<file path="src/hw/lockcmd_cfg.svh">
// Constants for the lock, reset and key command interpreter.
`ifndef LOCKCMD_CFG_SVH
`define LOCKCMD_CFG_SVH
`define OPC_READ_LOCK   8'h3d
`define OPC_GLOBAL_LOCK 8'h7e
`define OPC_GLOBAL_UNLK 8'h98
`define OPC_RST_ENABLE  8'h66
`define OPC_RST_DEVICE  8'h99
`define OPC_KEY_CMD     8'h9b
`define SUB_ROOT_KEY    8'h00
`define SUB_HMAC_KEY    8'h01
`define LOCK_CNT        16
`define LOCK_IDX_LSB    16
`define CTR_CNT         8'h04
`define ROOT_OP_BYTES   7'd64
`define HMAC_OP_BYTES   7'd40
`define KEY_FIRST_BYTE  7'd4
`define KEY_LAST_BYTE   7'd35
`define ST_RESET_VAL    8'h00
`define ST_OK           8'h80
`define ST_ERR_ARG      8'h04
`define ST_ERR_STATE    8'h08
`define ST_ERR_SIG      8'h02
`define CLK_PERIOD_NS   10
`define RST_TIME_NS     30000
`define RST_CYC         ((`RST_TIME_NS + `CLK_PERIOD_NS - 1) / `CLK_PERIOD_NS)
`define POLL_DELAY_NS   1000
`define POLL_CYC        (`POLL_DELAY_NS / `CLK_PERIOD_NS)
`endif

</file>
<file path="src/hw/lockcmd_pkg.sv">
// Types for the lock, reset and key command interpreter.
package lockcmd_pkg;
  typedef enum logic [5:0] {
    S_IDLE   = 6'b000001,
    S_OPC    = 6'b000010,
    S_ADDR   = 6'b000100,
    S_READ   = 6'b001000,
    S_KEY    = 6'b010000,
    S_IGNORE = 6'b100000
  } frame_e;
  typedef logic [7:0] byte_t;
endpackage

</file>
<file path="src/hw/flash_lock_reset_key_commands.sv">
// Serial flash command handling for lock bits, reset and key commands.
`timescale 1ns/1ps
`include "lockcmd_cfg.svh"

// Behaviour
// - Lock bits protect only when scheme select set
// - Lock bits volatile, all set after reset
// - 3Dh plus address returns lock byte MSB-first
// - Lock byte LSB one means locked
// - Four-byte mode uses 32-bit lock read address
// - Bare 7Eh sets all lock bits
// - Bare 98h clears all lock bits
// - Accepted reset restores power-on volatile defaults
// - Reset needs 66h then 99h next
// - Other command after 66h cancels reset enable
// - Reject all commands for 30us after reset
// - 9Bh 00h loads addressed root key
// - Root write checks 64-byte operand, counter range
// - Root write needs uninitialized root state
// - Truncated signature mismatch rejects transaction
// - Success reported, init state cleared last; here both on the same edge
// - All-ones key only zeroes uninitialized counter
// - Initialized root key refuses writes, never read
// - 9Bh 01h replaces volatile HMAC key
// - HMAC update busy twice polling delay
// - HMAC update checks size, range, init, signature
// - Failed checks post error, success posts OK
module flash_lock_reset_key_commands
  import lockcmd_pkg::*;
(
  // Clock, reset and clock enable.
  input  wire logic        CLOCK_I,
  input  wire logic        RST_I,
  input  wire logic        CE_I,
  // Serial bus pins.
  input  wire logic        SCK_I,
  input  wire logic        CS_N_I,
  input  wire logic        MOSI_I,
  output logic             MISO_O,
  output logic             MISO_OE_O,
  // Protection configuration.
  input  wire logic        ADDR4_MODE_I,
  input  wire logic        PROTECT_SCHEME_SELECT_I,
  input  wire logic        PROTECT_COMPLEMENT_I,
  input  wire logic        PROTECT_TOP_BOTTOM_I,
  input  wire logic [3:0]  BLOCK_PROTECT_FIELD_I,
  input  wire logic [3:0]  PROT_BLOCK_I,
  output logic             WRITE_PROTECT_O,
  // Device state.
  output logic             BUSY_O,
  output logic             DEVICE_RESET_O,
  // Key engine handshake.
  input  wire logic        SIG_MATCH_I,
  output logic [7:0]       COUNTER_STATUS_O,
  output logic             ROOT_KEY_LOAD_O,
  output logic             HMAC_UPDATE_O,
  output logic             COUNTER_ZERO_O,
  output logic [1:0]       COUNTER_IDX_O
);

  // Block-protect decode, used when the lock bits are not selected.
  // Field codes above five cover the whole sixteen-block map.
  function automatic logic bp_protects(input logic [3:0] bp,
                                       input logic       top,
                                       input logic       cmp,
                                       input logic [3:0] idx);
    logic [4:0] n;
    logic       hit;
    n = (bp == 4'h0) ? 5'd0 :
        (bp > 4'h5) ? 5'd16 : 5'(5'd1 << (bp - 4'h1));
    hit = top ? ({1'b0, idx} >= 5'(5'd16 - n)) : ({1'b0, idx} < n);
    bp_protects = hit ^ cmp;
  endfunction

  // Pin synchronisers; the first stage feeds only the second.
  logic       sck_s1_q, sck_s2_q, sck_s3_q;
  logic       cs_s1_q, cs_s2_q, cs_s3_q;
  logic       mosi_s1_q, mosi_s2_q;

  frame_e     state_q;
  logic [2:0] bit_q;
  byte_t      in_q;
  byte_t      out_q;
  logic [6:0] bcnt_q;
  logic [2:0] acnt_q;
  logic [31:0] addr_q;
  byte_t      op_q;
  byte_t      sub_q;
  byte_t      ctr_q;
  logic       key_ones_q;
  logic       bare_ok_q;
  logic       rst_en_q;
  logic [12:0] busy_cnt_q;
  logic [`LOCK_CNT-1:0] lock_q;
  logic [3:0] root_uninit_q;
  logic [3:0] mc_uninit_q;

  wire        sck_rise = sck_s2_q & ~sck_s3_q;
  wire        sck_fall = ~sck_s2_q & sck_s3_q;
  wire        cs_fall  = ~cs_s2_q & cs_s3_q;
  wire        cs_rise  = cs_s2_q & ~cs_s3_q;
  wire        sel      = ~cs_s2_q;
  wire        bit_in   = sel & sck_rise;
  wire        byte_done = bit_in & (bit_q == 3'd7);
  wire byte_t rx_byte  = {in_q[6:0], mosi_s2_q};
  wire [2:0]  addr_len = ADDR4_MODE_I ? 3'd4 : 3'd3;
  wire [31:0] addr_nx  = {addr_q[23:0], rx_byte};
  // The block index is taken from read address bits 19:16 in either address mode.
  wire [3:0]  lock_idx = addr_nx[`LOCK_IDX_LSB +: 4];
  wire        busy     = (busy_cnt_q != 13'd0);
  wire        ends_ok  = cs_rise & bare_ok_q & (bit_q == 3'd0);
  wire        do_glock = ends_ok & (op_q == `OPC_GLOBAL_LOCK);
  wire        do_gunlk = ends_ok & (op_q == `OPC_GLOBAL_UNLK);
  wire        do_rsten = ends_ok & (op_q == `OPC_RST_ENABLE);
  wire        do_reset = ends_ok & rst_en_q &
                         (op_q == `OPC_RST_DEVICE);
  wire        key_end  = cs_rise & (state_q == S_KEY) &
                         (bit_q == 3'd0);
  wire        is_root  = (sub_q == `SUB_ROOT_KEY);
  wire        is_hmac  = (sub_q == `SUB_HMAC_KEY);
  wire        ctr_ok   = (ctr_q < `CTR_CNT);
  wire [1:0]  ci       = ctr_q[1:0];
  wire        root_sz  = (bcnt_q == `ROOT_OP_BYTES);
  wire        hmac_sz  = (bcnt_q == `HMAC_OP_BYTES);

  // Root key write: size and range first, then state, then signature.
  wire        root_arg = ~root_sz | ~ctr_ok;
  wire        root_st  = ~root_uninit_q[ci];
  wire        root_ok  = ~root_arg & ~root_st & SIG_MATCH_I;
  wire        hmac_arg = ~hmac_sz | ~ctr_ok;
  wire        hmac_st  = mc_uninit_q[ci];
  wire        hmac_ok  = ~hmac_arg & ~hmac_st & SIG_MATCH_I;

  wire byte_t key_status =
    is_root ? (root_arg ? `ST_ERR_ARG : root_st ? `ST_ERR_STATE :
               SIG_MATCH_I ? `ST_OK : `ST_ERR_SIG) :
    is_hmac ? (hmac_arg ? `ST_ERR_ARG : hmac_st ? `ST_ERR_STATE :
               SIG_MATCH_I ? `ST_OK : `ST_ERR_SIG) :
    `ST_ERR_ARG;

  wire        root_done = key_end & is_root & root_ok;
  wire        hmac_done = key_end & is_hmac & hmac_ok;

  // One load point for the busy timer; a reset outranks key work.
  // Frames that begin while the timer runs are ignored entirely, so a
  // host that does not poll busy loses commands rather than corrupting.
  wire [12:0] busy_load =
    do_reset  ? 13'(`RST_CYC) :
    hmac_done ? 13'(2 * `POLL_CYC) :
    root_done ? 13'(`POLL_CYC) : 13'd0;

  always_ff @(posedge CLOCK_I or posedge RST_I) begin
    if (RST_I) begin
      sck_s1_q  <= 1'b0;
      sck_s2_q  <= 1'b0;
      sck_s3_q  <= 1'b0;
      cs_s1_q   <= 1'b1;
      cs_s2_q   <= 1'b1;
      cs_s3_q   <= 1'b1;
      mosi_s1_q <= 1'b0;
      mosi_s2_q <= 1'b0;
    end else if (CE_I) begin
      sck_s1_q  <= SCK_I;
      sck_s2_q  <= sck_s1_q;
      sck_s3_q  <= sck_s2_q;
      cs_s1_q   <= CS_N_I;
      cs_s2_q   <= cs_s1_q;
      cs_s3_q   <= cs_s2_q;
      mosi_s1_q <= MOSI_I;
      mosi_s2_q <= mosi_s1_q;
    end
  end

  // Frame decoder: opcodes and address on rising bus clock edges.
  always_ff @(posedge CLOCK_I or posedge RST_I) begin
    if (RST_I) begin
      state_q    <= S_IDLE;
      bit_q      <= 3'd0;
      in_q       <= 8'h00;
      bcnt_q     <= 7'd0;
      acnt_q     <= 3'd0;
      addr_q     <= 32'h0;
      op_q       <= 8'h00;
      sub_q      <= 8'h00;
      ctr_q      <= 8'h00;
      key_ones_q <= 1'b1;
      bare_ok_q  <= 1'b0;
    end else if (CE_I) begin
      if (cs_fall) begin
        state_q   <= busy ? S_IGNORE : S_OPC;
        bit_q     <= 3'd0;
        bcnt_q    <= 7'd0;
        acnt_q    <= 3'd0;
        bare_ok_q <= 1'b0;
        key_ones_q <= 1'b1;
      end else if (cs_rise) begin
        state_q   <= S_IDLE;
      end else if (bit_in) begin
        bit_q <= 3'(bit_q + 3'd1);
        in_q  <= rx_byte;
        if (state_q != S_OPC) begin
          bare_ok_q <= 1'b0;
        end
        if (bit_q == 3'd7) begin
          unique case (state_q)
            S_OPC: begin
              op_q      <= rx_byte;
              bare_ok_q <= 1'b1;
              if (rx_byte == `OPC_READ_LOCK) begin
                state_q <= S_ADDR;
              end else if (rx_byte == `OPC_KEY_CMD) begin
                state_q <= S_KEY;
              end else begin
                state_q <= S_IGNORE;
              end
            end
            S_ADDR: begin
              addr_q <= addr_nx;
              acnt_q <= 3'(acnt_q + 3'd1);
              if (3'(acnt_q + 3'd1) == addr_len) begin
                state_q <= S_READ;
              end
            end
            S_KEY: begin
              if (bcnt_q != 7'h7f) begin
                bcnt_q <= 7'(bcnt_q + 7'd1);
              end
              if (bcnt_q == 7'd0) begin
                sub_q <= rx_byte;
              end
              if (bcnt_q == 7'd1) begin
                ctr_q <= rx_byte;
              end
              if (bcnt_q >= `KEY_FIRST_BYTE &&
                  bcnt_q <= `KEY_LAST_BYTE &&
                  rx_byte != 8'hff) begin
                key_ones_q <= 1'b0;
              end
            end
            S_READ, S_IGNORE, S_IDLE: begin
            end
          endcase
        end
      end
    end
  end

  // Lock byte goes out on falling edges, repeating while selected.
  // The first bit leaves on the fall that ends the last address bit.
  always_ff @(posedge CLOCK_I or posedge RST_I) begin
    if (RST_I) begin
      out_q     <= 8'h00;
      MISO_O    <= 1'b0;
      MISO_OE_O <= 1'b0;
    end else if (CE_I) begin
      if (byte_done && state_q == S_ADDR &&
          3'(acnt_q + 3'd1) == addr_len) begin
        out_q <= {7'h00, lock_q[lock_idx]};
      end else if (sel && sck_fall && state_q == S_READ) begin
        MISO_O    <= out_q[7];
        MISO_OE_O <= 1'b1;
        out_q     <= {out_q[6:0], out_q[7]};
      end
      if (cs_rise) begin
        MISO_OE_O <= 1'b0;
      end
    end
  end

  // Lock bits, reset sequencing and busy timer.
  always_ff @(posedge CLOCK_I or posedge RST_I) begin
    if (RST_I) begin
      lock_q         <= '1;
      rst_en_q       <= 1'b0;
      busy_cnt_q     <= 13'd0;
      BUSY_O         <= 1'b0;
      DEVICE_RESET_O <= 1'b0;
      WRITE_PROTECT_O <= 1'b1;
    end else if (CE_I) begin
      DEVICE_RESET_O <= do_reset;
      if (do_reset) begin
        lock_q <= '1;
      end else if (do_glock) begin
        lock_q <= '1;
      end else if (do_gunlk) begin
        lock_q <= '0;
      end
      // Any completed frame other than enable-reset drops the armed state.
      if (do_reset) begin
        rst_en_q <= 1'b0;
      end else if (do_rsten) begin
        rst_en_q <= 1'b1;
      end else if (cs_rise && state_q != S_IGNORE) begin
        rst_en_q <= 1'b0;
      end else if (cs_rise && op_q != `OPC_RST_ENABLE) begin
        rst_en_q <= 1'b0;
      end
      if (busy_load != 13'd0) begin
        busy_cnt_q <= busy_load;
      end else if (busy) begin
        busy_cnt_q <= 13'(busy_cnt_q - 13'd1);
      end
      BUSY_O <= (busy_load != 13'd0) | (busy_cnt_q > 13'd1);
      WRITE_PROTECT_O <= PROTECT_SCHEME_SELECT_I ?
        lock_q[PROT_BLOCK_I] :
        bp_protects(BLOCK_PROTECT_FIELD_I, PROTECT_TOP_BOTTOM_I,
                    PROTECT_COMPLEMENT_I, PROT_BLOCK_I);
    end
  end

  // Counter key state; the root key itself is never sent back out.
  always_ff @(posedge CLOCK_I or posedge RST_I) begin
    if (RST_I) begin
      root_uninit_q    <= '1;
      mc_uninit_q      <= '1;
      COUNTER_STATUS_O <= `ST_RESET_VAL;
      ROOT_KEY_LOAD_O  <= 1'b0;
      HMAC_UPDATE_O    <= 1'b0;
      COUNTER_ZERO_O   <= 1'b0;
      COUNTER_IDX_O    <= 2'd0;
    end else if (CE_I) begin
      // Zeroing fires for any accepted root write, but only once per
      // counter, since its uninitialised flag clears on the same edge.
      // The root flag clears on the same edge as the status and the counter flag.
      ROOT_KEY_LOAD_O <= root_done & ~key_ones_q;
      HMAC_UPDATE_O   <= hmac_done;
      COUNTER_ZERO_O  <= root_done & mc_uninit_q[ci];
      if (key_end) begin
        COUNTER_STATUS_O <= key_status;
        COUNTER_IDX_O    <= ci;
      end
      if (root_done) begin
        mc_uninit_q[ci] <= 1'b0;
        if (!key_ones_q) begin
          root_uninit_q[ci] <= 1'b0;
        end
      end
    end
  end

endmodule

</file>
<file path="config.mk">
export PLATFORM = sky130hd
export DESIGN_NAME = flash_lock_reset_key_commands
export DESIGN_NICKNAME = d
export VERILOG_FILES = /design/src/hw/lockcmd_pkg.sv /design/src/hw/flash_lock_reset_key_commands.sv
export VERILOG_INCLUDE_DIRS = /design/src /design/src/hw
export SDC_FILE = /design/constraint.sdc
export NUM_CORES = 1
export LEC_CHECK = 0
export BUFFER_PORTS_ARGS = -buffer_cell sky130_fd_sc_hd__buf_2
export CORE_UTILIZATION = 57
export CTS_BUF_LIST = sky130_fd_sc_hd__clkbuf_8
export DETAILED_ROUTE_END_ITERATION = 8
export PLACE_DENSITY = 0.79
export SKIP_LAST_GASP = 1
export SLEW_MARGIN = 20
export SYNTH_ARGS = -nofsm -noshare
export SYNTH_HDL_FRONTEND = slang
export SYNTH_SLANG_ARGS = --single-unit
</file>
<file path="constraint.sdc">
create_clock -name CLOCK_I -period 3.29 [get_ports CLOCK_I]
set_clock_uncertainty 0.2 [all_clocks]
set_input_delay 0.658 -clock CLOCK_I [delete_from_list [all_inputs] [get_ports CLOCK_I]]
set_output_delay 0.658 -clock CLOCK_I [all_outputs]
set_load 0.01 [all_outputs]
</file>
---- Word level (Yosys, flattened, before mapping) ----
Cells that the tools add are included.
cells by class
  add/subtract/negate cells ............... 6
  reduce and logical (&&, ||, !) cells .... 48
  equal/unequal tests ..................... 24
  mux-type cells .......................... 74
  shift-type cells ........................ 1
  bitwise logic cells ..................... 46
  order comparisons ....................... 11
operator list
  kind                   count
  $mux 8                 10
  $mux 7                 7
  $mux 16                3
  $mux 6                 8
  $mux 3                 9
  $mux 1                 26
  $mux 13                2
  $reduce_bool 13->1     2
  $and 1x1->1            25
  $eq 8x8->1 const B     3
  $reduce_and 6->1       4
  $reduce_bool 2->1      9
  $eq 8x7->1 const B     2
  $not 1->1              14
  $reduce_and 7->1       2
  $gt 13x1->1 const B    1
  $sub 13x1->13 const B  1
  $mux 12                1
  $pmux 6 s2             1
  $reduce_and 2->1       6
  $reduce_and 3->1       4
  $lt 4x5->1 const B     2
  $mux 5                 2
  $reduce_and 5->1       2
  46 further kinds       64
word-level totals
  register bits after elaboration ......... 136
  output and inout port bits .............. 18
  logic and storage cells ................. 245
  bits of input ports ..................... 19

---- Logic depth before layout (Yosys ltp) ----
Gate-level depths: netlist of the first run.
  depth after elaboration ................. 13
  mapped depth ............................ 11
  depth with buffers taken out ............ 11

---- Worst setup path before layout of the first run ----
OpenSTA, ideal clock, no wires.
  path type ............................... input-to-reg
  start ................................... in BLOCK_PROTECT_FIELD_I[3]
  end ..................................... reg WRITE_PROTECT_O
  arrival ................................. 2532 ps
  slack ................................... 494 ps
  library setup time ...................... 64 ps
  buffers on the path ..................... 0
  required time ........................... 3026 ps
  cell stages on the path ................. 11
  path through ............................ nor2_1 nand2_1 or2_2 ha_1 inv_1 ha_1 a211o_1 a21oi_1 o21ai_0 a211o_1 nand3_1
on the way
  word-level cells in the longest chain between the ends .. 9
  elaborated cells on any way between the ends .. 12
  classes of those cells .................. 2 x add/sub; 3 x order compare; 1 x shift; 4 x mux; 1 x bitwise; 1 x reduce/logical
RTL lines
  what                  line                                  source
  from (decl)           flash_lock_reset_key_commands.sv:46   input wire logic [3:0] BLOCK_PROTECT_FIELD_I,
  $sub 4x1->4           flash_lock_reset_key_commands.sv:70   (bp > 4'h5) ? 5'd16 : 5'(5'd1 << (bp - 4'h1));
  $shl 1x4->5           flash_lock_reset_key_commands.sv:70
  $mux 5                flash_lock_reset_key_commands.sv:70
  $mux 5 (*)            flash_lock_reset_key_commands.sv:69   n = (bp == 4'h0) ? 5'd0 :
  $sub 5x5->5           flash_lock_reset_key_commands.sv:71   hit = top ? ({1'b0, idx} >= 5'(5'd16 - n)) : ({1'b0, idx} < n);
  $ge 4x5->1            flash_lock_reset_key_commands.sv:71
  $mux 1 (*)            flash_lock_reset_key_commands.sv:71
  $xor 1x1->1 (*)       flash_lock_reset_key_commands.sv:72   bp_protects = hit ^ cmp;
  $mux 1 (*)            flash_lock_reset_key_commands.sv:304  WRITE_PROTECT_O <= PROTECT_SCHEME_SELECT_I ?
  to (signal assigned)  flash_lock_reset_key_commands.sv:304
  to (decl)             flash_lock_reset_key_commands.sv:48   output logic WRITE_PROTECT_O,
Mark *: on every way between the ends. The rest lies on a longest branch, timed or not.
A chain may end at the register's enable or synchronous reset.

---- Worst setup path after layout of the first run ----
  start ................................... reg bcnt_q[0]
  end ..................................... reg busy_cnt_q[11]
on the way
  word-level cells in the longest chain between the ends .. 13
  elaborated cells on any way between the ends .. 21
  classes of those cells .................. 2 x eq/ne; 4 x mux; 12 x bitwise; 3 x reduce/logical
RTL lines
  what                         line                                  source
  from (decl)                  flash_lock_reset_key_commands.sv:84   logic [6:0] bcnt_q;
  from (signal assigned)       flash_lock_reset_key_commands.sv:226  bcnt_q <= 7'(bcnt_q + 7'd1);
  $eq 7x7->1 (no line)         -
  $not 1->1                    flash_lock_reset_key_commands.sv:127  wire root_arg = ~root_sz | ~ctr_ok;
  $or 1x1->1                   flash_lock_reset_key_commands.sv:127
  $not 1->1                    flash_lock_reset_key_commands.sv:129  wire root_ok = ~root_arg & ~root_st & SIG_MATCH_I;
  $and 1x1->1 (2 in series)    flash_lock_reset_key_commands.sv:129
  $and 1x1->1                  flash_lock_reset_key_commands.sv:141  wire root_done = key_end & is_root & root_ok;
  $mux 7                       flash_lock_reset_key_commands.sv:150  root_done ? 13'(`POLL_CYC) : 13'd0;
  $mux 8 (*)                   flash_lock_reset_key_commands.sv:149  hmac_done ? 13'(2 * `POLL_CYC) :
  $mux 12 (*)                  flash_lock_reset_key_commands.sv:148  do_reset ? 13'(`RST_CYC) :
  $reduce_bool 13->1 (*)       flash_lock_reset_key_commands.sv:298  if (busy_load != 13'd0) begin
  $reduce_bool 2->1 (no line)  -
  $reduce_and 2->1 (no line)   -
  to (signal assigned)         flash_lock_reset_key_commands.sv:299  busy_cnt_q <= busy_load;
  to (signal assigned)         flash_lock_reset_key_commands.sv:301  busy_cnt_q <= 13'(busy_cnt_q - 13'd1);
  to (decl)                    flash_lock_reset_key_commands.sv:93   logic [12:0] busy_cnt_q;
Marks and branches as above.

==> results of run 1 <==
[power by group]
group | switching (mW) | internal, mW | leakage [nW]
Clock | 0.470 | 0.291 | 0.0976
Combinational | 0.349 | 0.253 | 1.32
Sequential | 0.200 | 1.44 | 1.35
[sequential cells by signal, summed over array words and instances, names as in the netlist, 6 cells and up]
signal      flops
busy_cnt_q     13
ctr_q           8
op_q            8
out_q           8
sub_q           8
bcnt_q          7
in_q            7
state_q         6
[placed cells by master (no fill, tap or decap), types with 4 or more instances in the layout]
cell type	synthesis	layout
mux2_2	38	38
nand4_1	6	6
dfstp_2	15	15
buf_4	4	14
xnor2_1	5	5
buf_2	2	32
inv_1	24	23
nand2_1	61	61
o31ai_1	9	9
nor4b_1	4	4
o21ai_0	31	31
a22o_1	15	15
nor2b_1	9	9
nor2_1	46	46
ha_1	19	19
nand4b_1	4	4
o21ai_1	4	4
a31oi_1	4	4
nor3_1	18	18
dfrtp_1	90	90
conb_1	1	4
nand2b_1	4	4
nor4_1	9	9
clkbuf_8	0	9
a211o_1	4	4
a21oi_1	10	10
nand3_1	19	19
a21boi_0	6	6
[layer usage]
| metal | vias up | routed length [um] | GRT usage |
|---|---|---|---|
| met4 | 0 | 279 | 0.105 |
| met3 | 32 | 507 | 0.0383 |
| met2 | 118 | 5780 | 0.427 |
| li1 | 2008 | - | - |
| met5 | - | 0 | 0 |
| met1 | 2056 | 5080 | 0.335 |
[final cells by class]
class	instances	area, um2	share of cell area
inverters	24	93.8	0.0156
clock buffers	9	124	0.0206
flip-flops and latches	105	2650	0.440
clock inverters	7	62.6	0.0104
multi-input cells	388	2670	0.443
well taps	129	161	0.0268
repair buffers	46	265	0.0441
[worst max-delay path by stage]
stage | cells after the start | end | slack [ns] | start
after floorplan | 11 | WRITE_PROTECT_O$_DFFE_PP1P_ | 0.49 | BLOCK_PROTECT_FIELD_I[3]
after global placement | 12 | WRITE_PROTECT_O$_DFFE_PP1P_ | 0.26 | BLOCK_PROTECT_FIELD_I[3]
after detailed placement | 12 | WRITE_PROTECT_O$_DFFE_PP1P_ | 0.13 | BLOCK_PROTECT_FIELD_I[3]
after CTS | 9 | busy_cnt_q[9]$_DFFE_PP0P_ | 0.41 | bcnt_q[0]$_DFFE_PP0P_
after global routing | 9 | busy_cnt_q[11]$_DFFE_PP0P_ | 0.15 | bcnt_q[0]$_DFFE_PP0P_
final | 9 | busy_cnt_q[11]$_DFFE_PP0P_ | 0.39 | bcnt_q[0]$_DFFE_PP0P_
[worst max-delay path, cell delays in order, from the launching register on]
cell and delay [ns]:
dfrtp_1 0.43, inv_1 0.10, ha_1 0.17, nor4b_1 0.26
nand4_1 0.20, buf_4 0.22, nor4_2 0.42, or2_1 0.43
o21ai_1 0.13, a22o_1 0.24
[cells by family (layout without fill, tap and decap cells)]
group	count (synthesis)	after routing	share of synthesized area
XOR/XNOR	6	6	0.00956
AND/OR/NAND/NOR	214	214	0.211
other	1	4	0.000683
AO/OA/AOI/OAI	103	103	0.130
multiplexers	42	42	0.0897
adder cells (fa/ha/maj)	19	19	0.0433
buffers and inverters	44	86	0.0348
flip-flops	105	105	0.482
[per-stage QoR]
step                setup slack [ns]  hold slack (ns)  instance area (um2)   util
floorplan                      0.494            0.219                 5510      -
global route                   0.152            0.269                 6020  0.649
detailed placement             0.128            0.234                 5830  0.628
CTS                            0.409            0.234                 6020  0.649
finish                         0.395            0.212                 6020  0.649
global placement               0.260            0.227                 5830  0.628
==> results.md, run 1 <==
- Outcome: complete, no violations
- Initial antenna violation count: 0
- Final number of setup-violating endpoints: 0
- # diodes: 0
- EDFF count, synth: 0
- TNS Setup: 0 ns
- Max frequency: 345 MHz
- Critical path capture point type: register
- Global-route wire length before repair: 20,200 um
- RSZ-0062 raised after global routing: false
- RR Startpoint: bcnt_q[0]$_DFFE_PP0P_
- Num rows: 35
- Detailed Place HPWL: 8560 um
- Post-CTS Setup Bufs: 0
- Max_cap viols: 0
- DRT iter0 DRCs: 244
- Routed Antenna Nets: 0
- CP Class: register to register
- Top cells by area, synth: dfrtp_1, mux2_2, dfstp_2, ha_1, nand2_1
- Sequential cell area fraction in the yosys report: 0.482
- Die ar.: 10,000 um2
- Mapped Cells: 534
- Final hold vios: 0
- Number of distinct library cells after synthesis: 71
- Core area: 9280 um2
- Area of the mapped netlist: 5490 um2
- CTS tree: built
- Slew headroom: 0.465
- Height of the die: 100 um
- CP arrival: 2.97 ns
- Clock buffer depth: 2
- Clk pin slew, worst setup/hold paths: 0.11 ns
- Starting Density: 0.592
- Peak VDD IR: 0.246 mV
- Die Width: 100 um
- Reg2Reg Setup Slack: 0.39 ns
- Worst Reg2Reg Path Length in Cells: 9
- Post-synthesis average cell area: 10.3 um2
- Top-count cell post-synth: dfrtp_1
- Post-Layout Cell Count: 708
- CTS Root Cell: clkbuf_8
- Fin crit period: 2.90 ns
- Share of post-route cells with drive strength above 1: 0.231
- Lkg Pwr: 2.77 nW
- Ports: 37
- H-tree Lvls: 3
- Worst Path Required: 3.36 ns
- Worst-path fanout max: 13
- Fillers: 732
- 1st-pass router iterations: 6
- Cell Pwr Density: 499 nW/um2
- Clk_lat worst skew: 0.38 ns
- Worst r2r dst: busy_cnt_q[11]$_DFFE_PP0P_
- Synth warn: 0
- Final Power: 3.01 mW
- Largest area contributor in the netlist: dfrtp_1
- Worst Setup Start Kind: register
- Vias per cell: 5.95
- Hold-fix buffers, CTS: 0
- Port Buffers: 32
- Vias in the first global route: 4,213
- Yosys reg bits: 105
- Largest net degree at the start of global routing: 42
- CTS Buf Count: 9
- Grt total ovfl: 0
- Top cell type's share of synthesized area: 0.410
- Async set-or-reset flop fraction in the synthesized netlist: 1.00
- Slew Limit Fails: 0
- Top FF cell, synth: dfrtp_1
- Wirelength, routed: 11,700 um
- Clock Sinks: 105
- # nets final: 612
- Hold Path Class: primary input to asynchronous set/reset pin
- Tot GR Track Use: 0.255
- Total number of vias: 4,214
- Most frequent cells after synthesis: dfrtp_1, nand2_1, nor2_1
- Wire per inst: 16.5 um
- GP Congestion: 0.883
- Cts repair resizes: 0
- Tcrit/Tclk final: 0.880
- DRC: 0
- Slew of the pin with the lowest slew margin: 0.800 ns
- Placed cell count: 692
- Area Growth Syn to Fin: 9.59%
No activity file was read; power rests on OpenSTA's default activity.
==> run 2: changes to the inputs <==
BUFFER_PORTS_ARGS = not set   (was -buffer_cell sky130_fd_sc_hd__buf_2)
CORE_MARGIN = 10   (was not set)
CORE_UTILIZATION = 60   (was 57)
DONT_BUFFER_PORTS = 1   (was not set)
==> results.md, run 2 (synthesis results as in run 1) <==
- Die Width: 116 um (was 100 um)
- Post-CTS Setup Bufs: 0 (unchanged)
- Cell Pwr Density: 505 nW/um2 (was 499 nW/um2)
- Critical path capture point type: register (unchanged)
- Fillers: 664 (was 732)
- Wirelength, routed: 11,500 um (was 11,700 um)
- Most frequent cells in the layout: dfrtp_1, nand2_1, nor2_1 (unchanged)
- Met1 WL: 5090 um (was 5080 um)
- Max_cap viols: 0 (unchanged)
- Global-route wire length before repair: 19,400 um (was 20,200 um)
- Storage element area: 2650 um2 (unchanged)
- Cts repair resizes: 0 (unchanged)
- TNS Setup: 0 ns (unchanged)
- Share of post-route cells with drive strength above 1: 0.180 (was 0.231)
- Slew headroom: 0.443 (was 0.465)
- Cell Area, Placed: 5640 um2 (was 5830 um2)
- RR Startpoint: bcnt_q[0]$_DFFE_PP0P_ (unchanged)
- Worst Path Required: 3.35 ns (was 3.36 ns)
- Outcome: complete, no violations (unchanged)
- Crit path to: busy_cnt_q[9]$_DFFE_PP0P_ (was busy_cnt_q[11]$_DFFE_PP0P_)
- Port Buffers: 0 (was 32)
- # diodes: 0 (unchanged)
- # nets final: 577 (was 612)
- Clk pin slew, worst setup/hold paths: 0.10 ns (was 0.11 ns)
- Num rows: 34 (was 35)
- Worst Reg2Reg Path Length in Cells: 9 (unchanged)
- Detailed Place HPWL: 8520 um (was 8560 um)
- Ports: 37 (unchanged)
- Clk_lat worst skew: 0.36 ns (was 0.38 ns)
- Commonest non-fill, non-tap cell in the layout: dfrtp_1 (unchanged)
- Wire per inst: 17.7 um (was 16.5 um)
- Worst r2r dst: busy_cnt_q[9]$_DFFE_PP0P_ (was busy_cnt_q[11]$_DFFE_PP0P_)
- Fin crit period: 2.92 ns (was 2.90 ns)
- Finished Cell Area: 5810 um2 (was 6020 um2)
- Grt total ovfl: 0 (unchanged)
- Area Growth Syn to Fin: 5.74% (was 9.59%)
- DRC: 0 (unchanged)
- CP arrival: 2.98 ns (was 2.97 ns)
- Hold-fix buffers, CTS: 0 (unchanged)
- Clock Sinks: 105 (unchanged)
- Slew Limit Fails: 0 (unchanged)
- DRT iter0 DRCs: 263 (was 244)
- Met3 wire length: 628 um (was 507 um)
- Total number of vias: 4,068 (was 4,214)
- Clock buffer depth: 2 (unchanged)
- CP Class: register to register (unchanged)
- Post-Layout Cell Count: 652 (was 708)
- Final Util: 0.660 (was 0.649)
- Crit. Startpoint: bcnt_q[0]$_DFFE_PP0P_ (unchanged)
- GP Congestion: 0.895 (was 0.883)
- Multi-input logic area: 2670 um2 (unchanged)
- Initial antenna violation count: 0 (unchanged)
- Height of the die: 116 um (was 100 um)
- Die ar.: 13,400 um2 (was 10,000 um2)
- CTS tree: built (unchanged)
- Largest register FFs: 13 (unchanged)
- Reg2Reg Setup Slack: 0.37 ns (was 0.39 ns)
- H-tree Lvls: 3 (unchanged)
- Placed cell count: 636 (was 692)
- Largest net degree at the start of global routing: 59 (was 42)
- Slew of the pin with the lowest slew margin: 0.834 ns (was 0.800 ns)
- Worst-path fanout max: 13 (unchanged)
- Setup Slack @ Placement: 0.334 ns (was 0.128 ns)
- Final number of setup-violating endpoints: 0 (unchanged)
- Vias in the first global route: 3,994 (was 4,213)
- CTS Root Cell: clkbuf_8 (unchanged)
- Core area: 8810 um2 (was 9280 um2)
- Starting Density: 0.624 (was 0.592)
- Peak VDD IR: 0.213 mV (was 0.246 mV)
- Hold Path Class: primary input to asynchronous set/reset pin (unchanged)
- CTS Buf Count: 9 (unchanged)
- Met2 WL: 5640 um (was 5780 um)
- Tot GR Track Use: 0.177 (was 0.255)
- Tcrit/Tclk final: 0.887 (was 0.880)
- PnR worst setup slack: 0.371 ns (was 0.395 ns)
- Final hold vios: 0 (unchanged)
- 1st-pass router iterations: 5 (was 6)
- Worst Setup Start Kind: register (unchanged)
- Register bank with the most flops: busy_cnt_q (unchanged)
- Routed Antenna Nets: 0 (unchanged)
- Max frequency: 343 MHz (was 345 MHz)
- Vias per cell: 6.24 (was 5.95)
- Lkg Pwr: 2.60 nW (was 2.77 nW)
- Top Metal Used: met4 (unchanged)
- RSZ-0062 raised after global routing: false (unchanged)
-- run 2: cell types whose count changed in the layout (fill, tap and decap cells not counted) --
cell,change
clkinv_4,-3
inv_1,+1
clkinvlp_4,+4
buf_12,+1
buf_2,-32
inv_8,-2
buf_4,-4
-- run 2: worst min-delay path by stage --
stage / from / endpoint / slack [ns] / cells past startpoint
6_report: RST_I / acnt_q[0]$_DFFE_PP0P_ / 0.10 / 1
5_1_grt: RST_I / bcnt_q[1]$_DFFE_PP0P_ / 0.14 / 1
4_1_cts: RST_I / bcnt_q[1]$_DFFE_PP0P_ / 0.13 / 1
3_5_place_dp: root_uninit_q[1]$_DFFE_PP1P_ / root_uninit_q[1]$_DFFE_PP1P_ / 0.23 / 2
3_3_place_gp: root_uninit_q[1]$_DFFE_PP1P_ / root_uninit_q[1]$_DFFE_PP1P_ / 0.23 / 2
2_1_floorplan: mc_uninit_q[1]$_DFFE_PP1P_ / mc_uninit_q[1]$_DFFE_PP1P_ / 0.22 / 2
-- run 2: cell type report --
type	instances	area share
Clock inverter	7	0.00818
Sequential cell	105	0.456
Inverter	24	0.0162
Clock buffer	9	0.0213
Multi-Input combinational cell	388	0.459
Timing Repair Buffer	11	0.0164
Tap cell	108	0.0233
-- run 2: report_power, final --
| group | switching (mW) | total, mW | internal, mW | leakage (nW) |
|---|---|---|---|---|
| Sequential | 0.203 | 1.64 | 1.44 | 1.35 |
| Clock | 0.451 | 0.725 | 0.274 | 0.0791 |
| Combinational | 0.323 | 0.565 | 0.242 | 1.17 |
| Total | 0.977 | 2.94 | 1.96 | 2.60 |
-- run 2: layer usage --
layer	vias to the layer above	track usage
met2	104	0.291
met4	0	0.0525
li1	1933	-
met1	2017	0.230
met3	14	0.0408
met5	-	0
-- run 2: critical path, stage by stage (launching register included) --
cell and delay, ns:
dfrtp_1 0.43, inv_1 0.11, ha_1 0.17, nor4b_1 0.29
nand4_1 0.20, buf_4 0.22, nor4_2 0.40, or2_1 0.41
o31ai_1 0.13, a22o_1 0.25
-- run 2: per-stage QoR --
step,power [mW],hold slack (ns)
2_1_floorplan,2.06,0.219
3_3_place_gp,2.18,0.226
3_5_place_dp,2.23,0.232
4_1_cts,2.94,0.127
5_1_grt,3.11,0.142
6_report,2.94,0.105
==> run 3: changes to the inputs <==
==> constraint.sdc (replaced) <==
create_clock -name CLOCK_I -period 3.29 [get_ports CLOCK_I]
set_clock_uncertainty 0.2 [all_clocks]
set_input_delay 0.4935 -clock CLOCK_I [delete_from_list [all_inputs] [get_ports CLOCK_I]]
set_output_delay 0.4935 -clock CLOCK_I [all_outputs]
set_load 0.01 [all_outputs]
==> results.md, run 3 (synthesis results as in run 1) <==
- Post-Layout Cell Count: 654 (was 652)
- Placed cell count: 636 (unchanged)
- Most frequent cells in the layout: dfrtp_1, nand2_1, nor2_1 (unchanged)
- Fin crit period: 2.94 ns (was 2.92 ns)
- Global-route wire length before repair: 19,600 um (was 19,400 um)
- Final Power: 3.08 mW (was 2.94 mW)
- Critical path capture point type: register (unchanged)
- Port Buffers: 0 (unchanged)
- Tcrit/Tclk final: 0.893 (was 0.887)
- GP Congestion: 0.882 (was 0.895)
- Met1 WL: 5090 um (about the same)
- DRC: 0 (unchanged)
- Ports: 37 (unchanged)
- # nets final: 579 (was 577)
- Die ar.: 13,400 um2 (unchanged)
- Register bank with the most flops: busy_cnt_q (unchanged)
- Max frequency: 340 MHz (was 343 MHz)
- Wirelength, routed: 11,800 um (was 11,500 um)
- TNS Setup: 0 ns (unchanged)
- Clk_lat worst skew: 0.39 ns (was 0.36 ns)
- DRT iter0 DRCs: 358 (was 263)
- Vias per cell: 6.26 (was 6.24)
- Height of the die: 116 um (unchanged)
- Die Width: 116 um (unchanged)
- Core area: 8810 um2 (unchanged)
- Worst Setup Start Kind: register (unchanged)
- Met2 WL: 5770 um (was 5640 um)
- Slew Limit Fails: 0 (unchanged)
- PnR worst setup slack: 0.352 ns (was 0.371 ns)
- Final hold vios: 0 (unchanged)
- Final Util: 0.667 (was 0.660)
- Clock Sinks: 105 (unchanged)
- Post-CTS Setup Bufs: 0 (unchanged)
- Num rows: 34 (unchanged)
- CP peak stage delay: 0.60 ns (was 0.43 ns)
- Largest net degree at the start of global routing: 74 (was 59)
- Worst Path Required: 3.36 ns (was 3.35 ns)
- Total number of vias: 4,094 (was 4,068)
- Detailed Place HPWL: 8540 um (was 8520 um)
- Routed Antenna Nets: 0 (unchanged)
- Largest register FFs: 13 (unchanged)
- Initial antenna violation count: 0 (unchanged)
- Worst-path fanout max: 13 (unchanged)
- Share of post-route cells with drive strength above 1: 0.181 (was 0.180)
- CP arrival: 3.01 ns (was 2.98 ns)
- Setup Slack @ Placement: 0.411 ns (was 0.334 ns)
- Met3 wire length: 674 um (was 628 um)
- Clock buffer depth: 2 (unchanged)
- Outcome: complete, no violations (unchanged)
- Vias in the first global route: 4,048 (was 3,994)
- Cts repair resizes: 0 (unchanged)
- Fillers: 679 (was 664)
- Peak VDD IR: 0.234 mV (was 0.213 mV)
- Top Metal Used: met4 (unchanged)
- CP Class: register to register (unchanged)
- 1st-pass router iterations: 8 (was 5)
- Lkg Pwr: 2.64 nW (was 2.60 nW)
- CTS tree: built (unchanged)
- CTS Root Cell: clkbuf_8 (unchanged)
- H-tree Lvls: 3 (unchanged)
- Cell Pwr Density: 525 nW/um2 (was 505 nW/um2)
- Slew headroom: 0.506 (was 0.443)
- CTS Buf Count: 9 (unchanged)
- # diodes: 0 (unchanged)
- Cell chain of the critical path: ha_1, and3b_1, nand4_2, nor4_2, or2_1, o31ai_1, a22o_1 (was inv_1, ha_1, nor4b_1, nand4_1, buf_4, nor4_2, or2_1, o31ai_1, a22o_1)
- Hold-fix buffers, CTS: 2 (was 0)
- Clk pin slew, worst setup/hold paths: 0.11 ns (was 0.10 ns)
- Commonest non-fill, non-tap cell in the layout: dfrtp_1 (unchanged)
- Slowest-stage cell, CP: dfstp_2 (was dfrtp_1)
- Wire per inst: 18.0 um (was 17.7 um)
- Area Growth Syn to Fin: 6.92% (was 5.74%)
- Final number of setup-violating endpoints: 0 (unchanged)
- Tot GR Track Use: 0.180 (was 0.177)
- Grt total ovfl: 0 (unchanged)
- Max_cap viols: 0 (unchanged)
- Starting Density: 0.624 (unchanged)
- RSZ-0062 raised after global routing: false (unchanged)
- Hold Path Class: primary input to register (was primary input to asynchronous set/reset pin)
- Slew of the pin with the lowest slew margin: 0.739 ns (was 0.834 ns)
==> run 3: report_power, final <==
part	internal [mW]	leakage, nW	switching, mW	total (mW)
sequential	1.44	1.35	0.202	1.64
clock	0.375	0.110	0.490	0.864
combinational	0.247	1.18	0.328	0.575
total	2.06	2.64	1.02	3.08
==> run 3: final cells by class <==
type	count	area [um2]	share of cell area
well taps	108	135	0.0230
flip-flops and latches	105	2650	0.450
clock buffers	9	124	0.0211
clock inverters	7	92.6	0.0158
inverters	24	93.8	0.0160
multi-input cells	388	2670	0.454
repair buffers	13	115	0.0196
==> run 3: worst paths after layout <==
check                                           start                         endpoint  slack [ns]  cells past startpoint
min in group asynchronous                       RST_I             ctr_q[6]$_DFFE_PP0P_        0.50                      2
max                               cs_s2_q$_DFFE_PP1P_        busy_cnt_q[4]$_DFFE_PP0P_        0.35                      7
max reg2reg                       cs_s2_q$_DFFE_PP1P_        busy_cnt_q[4]$_DFFE_PP0P_        0.35                      7
max in group asynchronous                       RST_I              cs_s3_q$_DFFE_PP1P_        1.55                      3
min reg2reg                mc_uninit_q[1]$_DFFE_PP1P_       mc_uninit_q[1]$_DFFE_PP1P_        0.25                      2
min                                       SIG_MATCH_I  COUNTER_STATUS_O[1]$_DFFE_PP0P_       0.009                      1
==> run 3: per-stage QoR <==
step	hold WS, ns	area (um2)
2_1_floorplan	0.219	5510
5_1_grt	0.00602	5870
3_3_place_gp	0.227	5640
6_report	0.00889	5870
4_1_cts	0.00328	5870
3_5_place_dp	0.231	5640
==> run 3: worst max-delay path: cells and delay by family, from the launching register on <==
kind / cells / cell delay (ns)
AND/OR/NAND/NOR: 4 / 1.35
AO/OA/AOI/OAI: 2 / 0.38
adder cells (fa/ha/maj): 1 / 0.29
flip-flops: 1 / 0.60
==> run 3: metal layers <==
| metal | track usage | vias up |
|---|---|---|
| met1 | 0.228 | 2027 |
| met2 | 0.295 | 99 |
| met3 | 0.0475 | 24 |
| li1 | - | 1944 |
| met4 | 0.0626 | 0 |
| met5 | 0 | - |
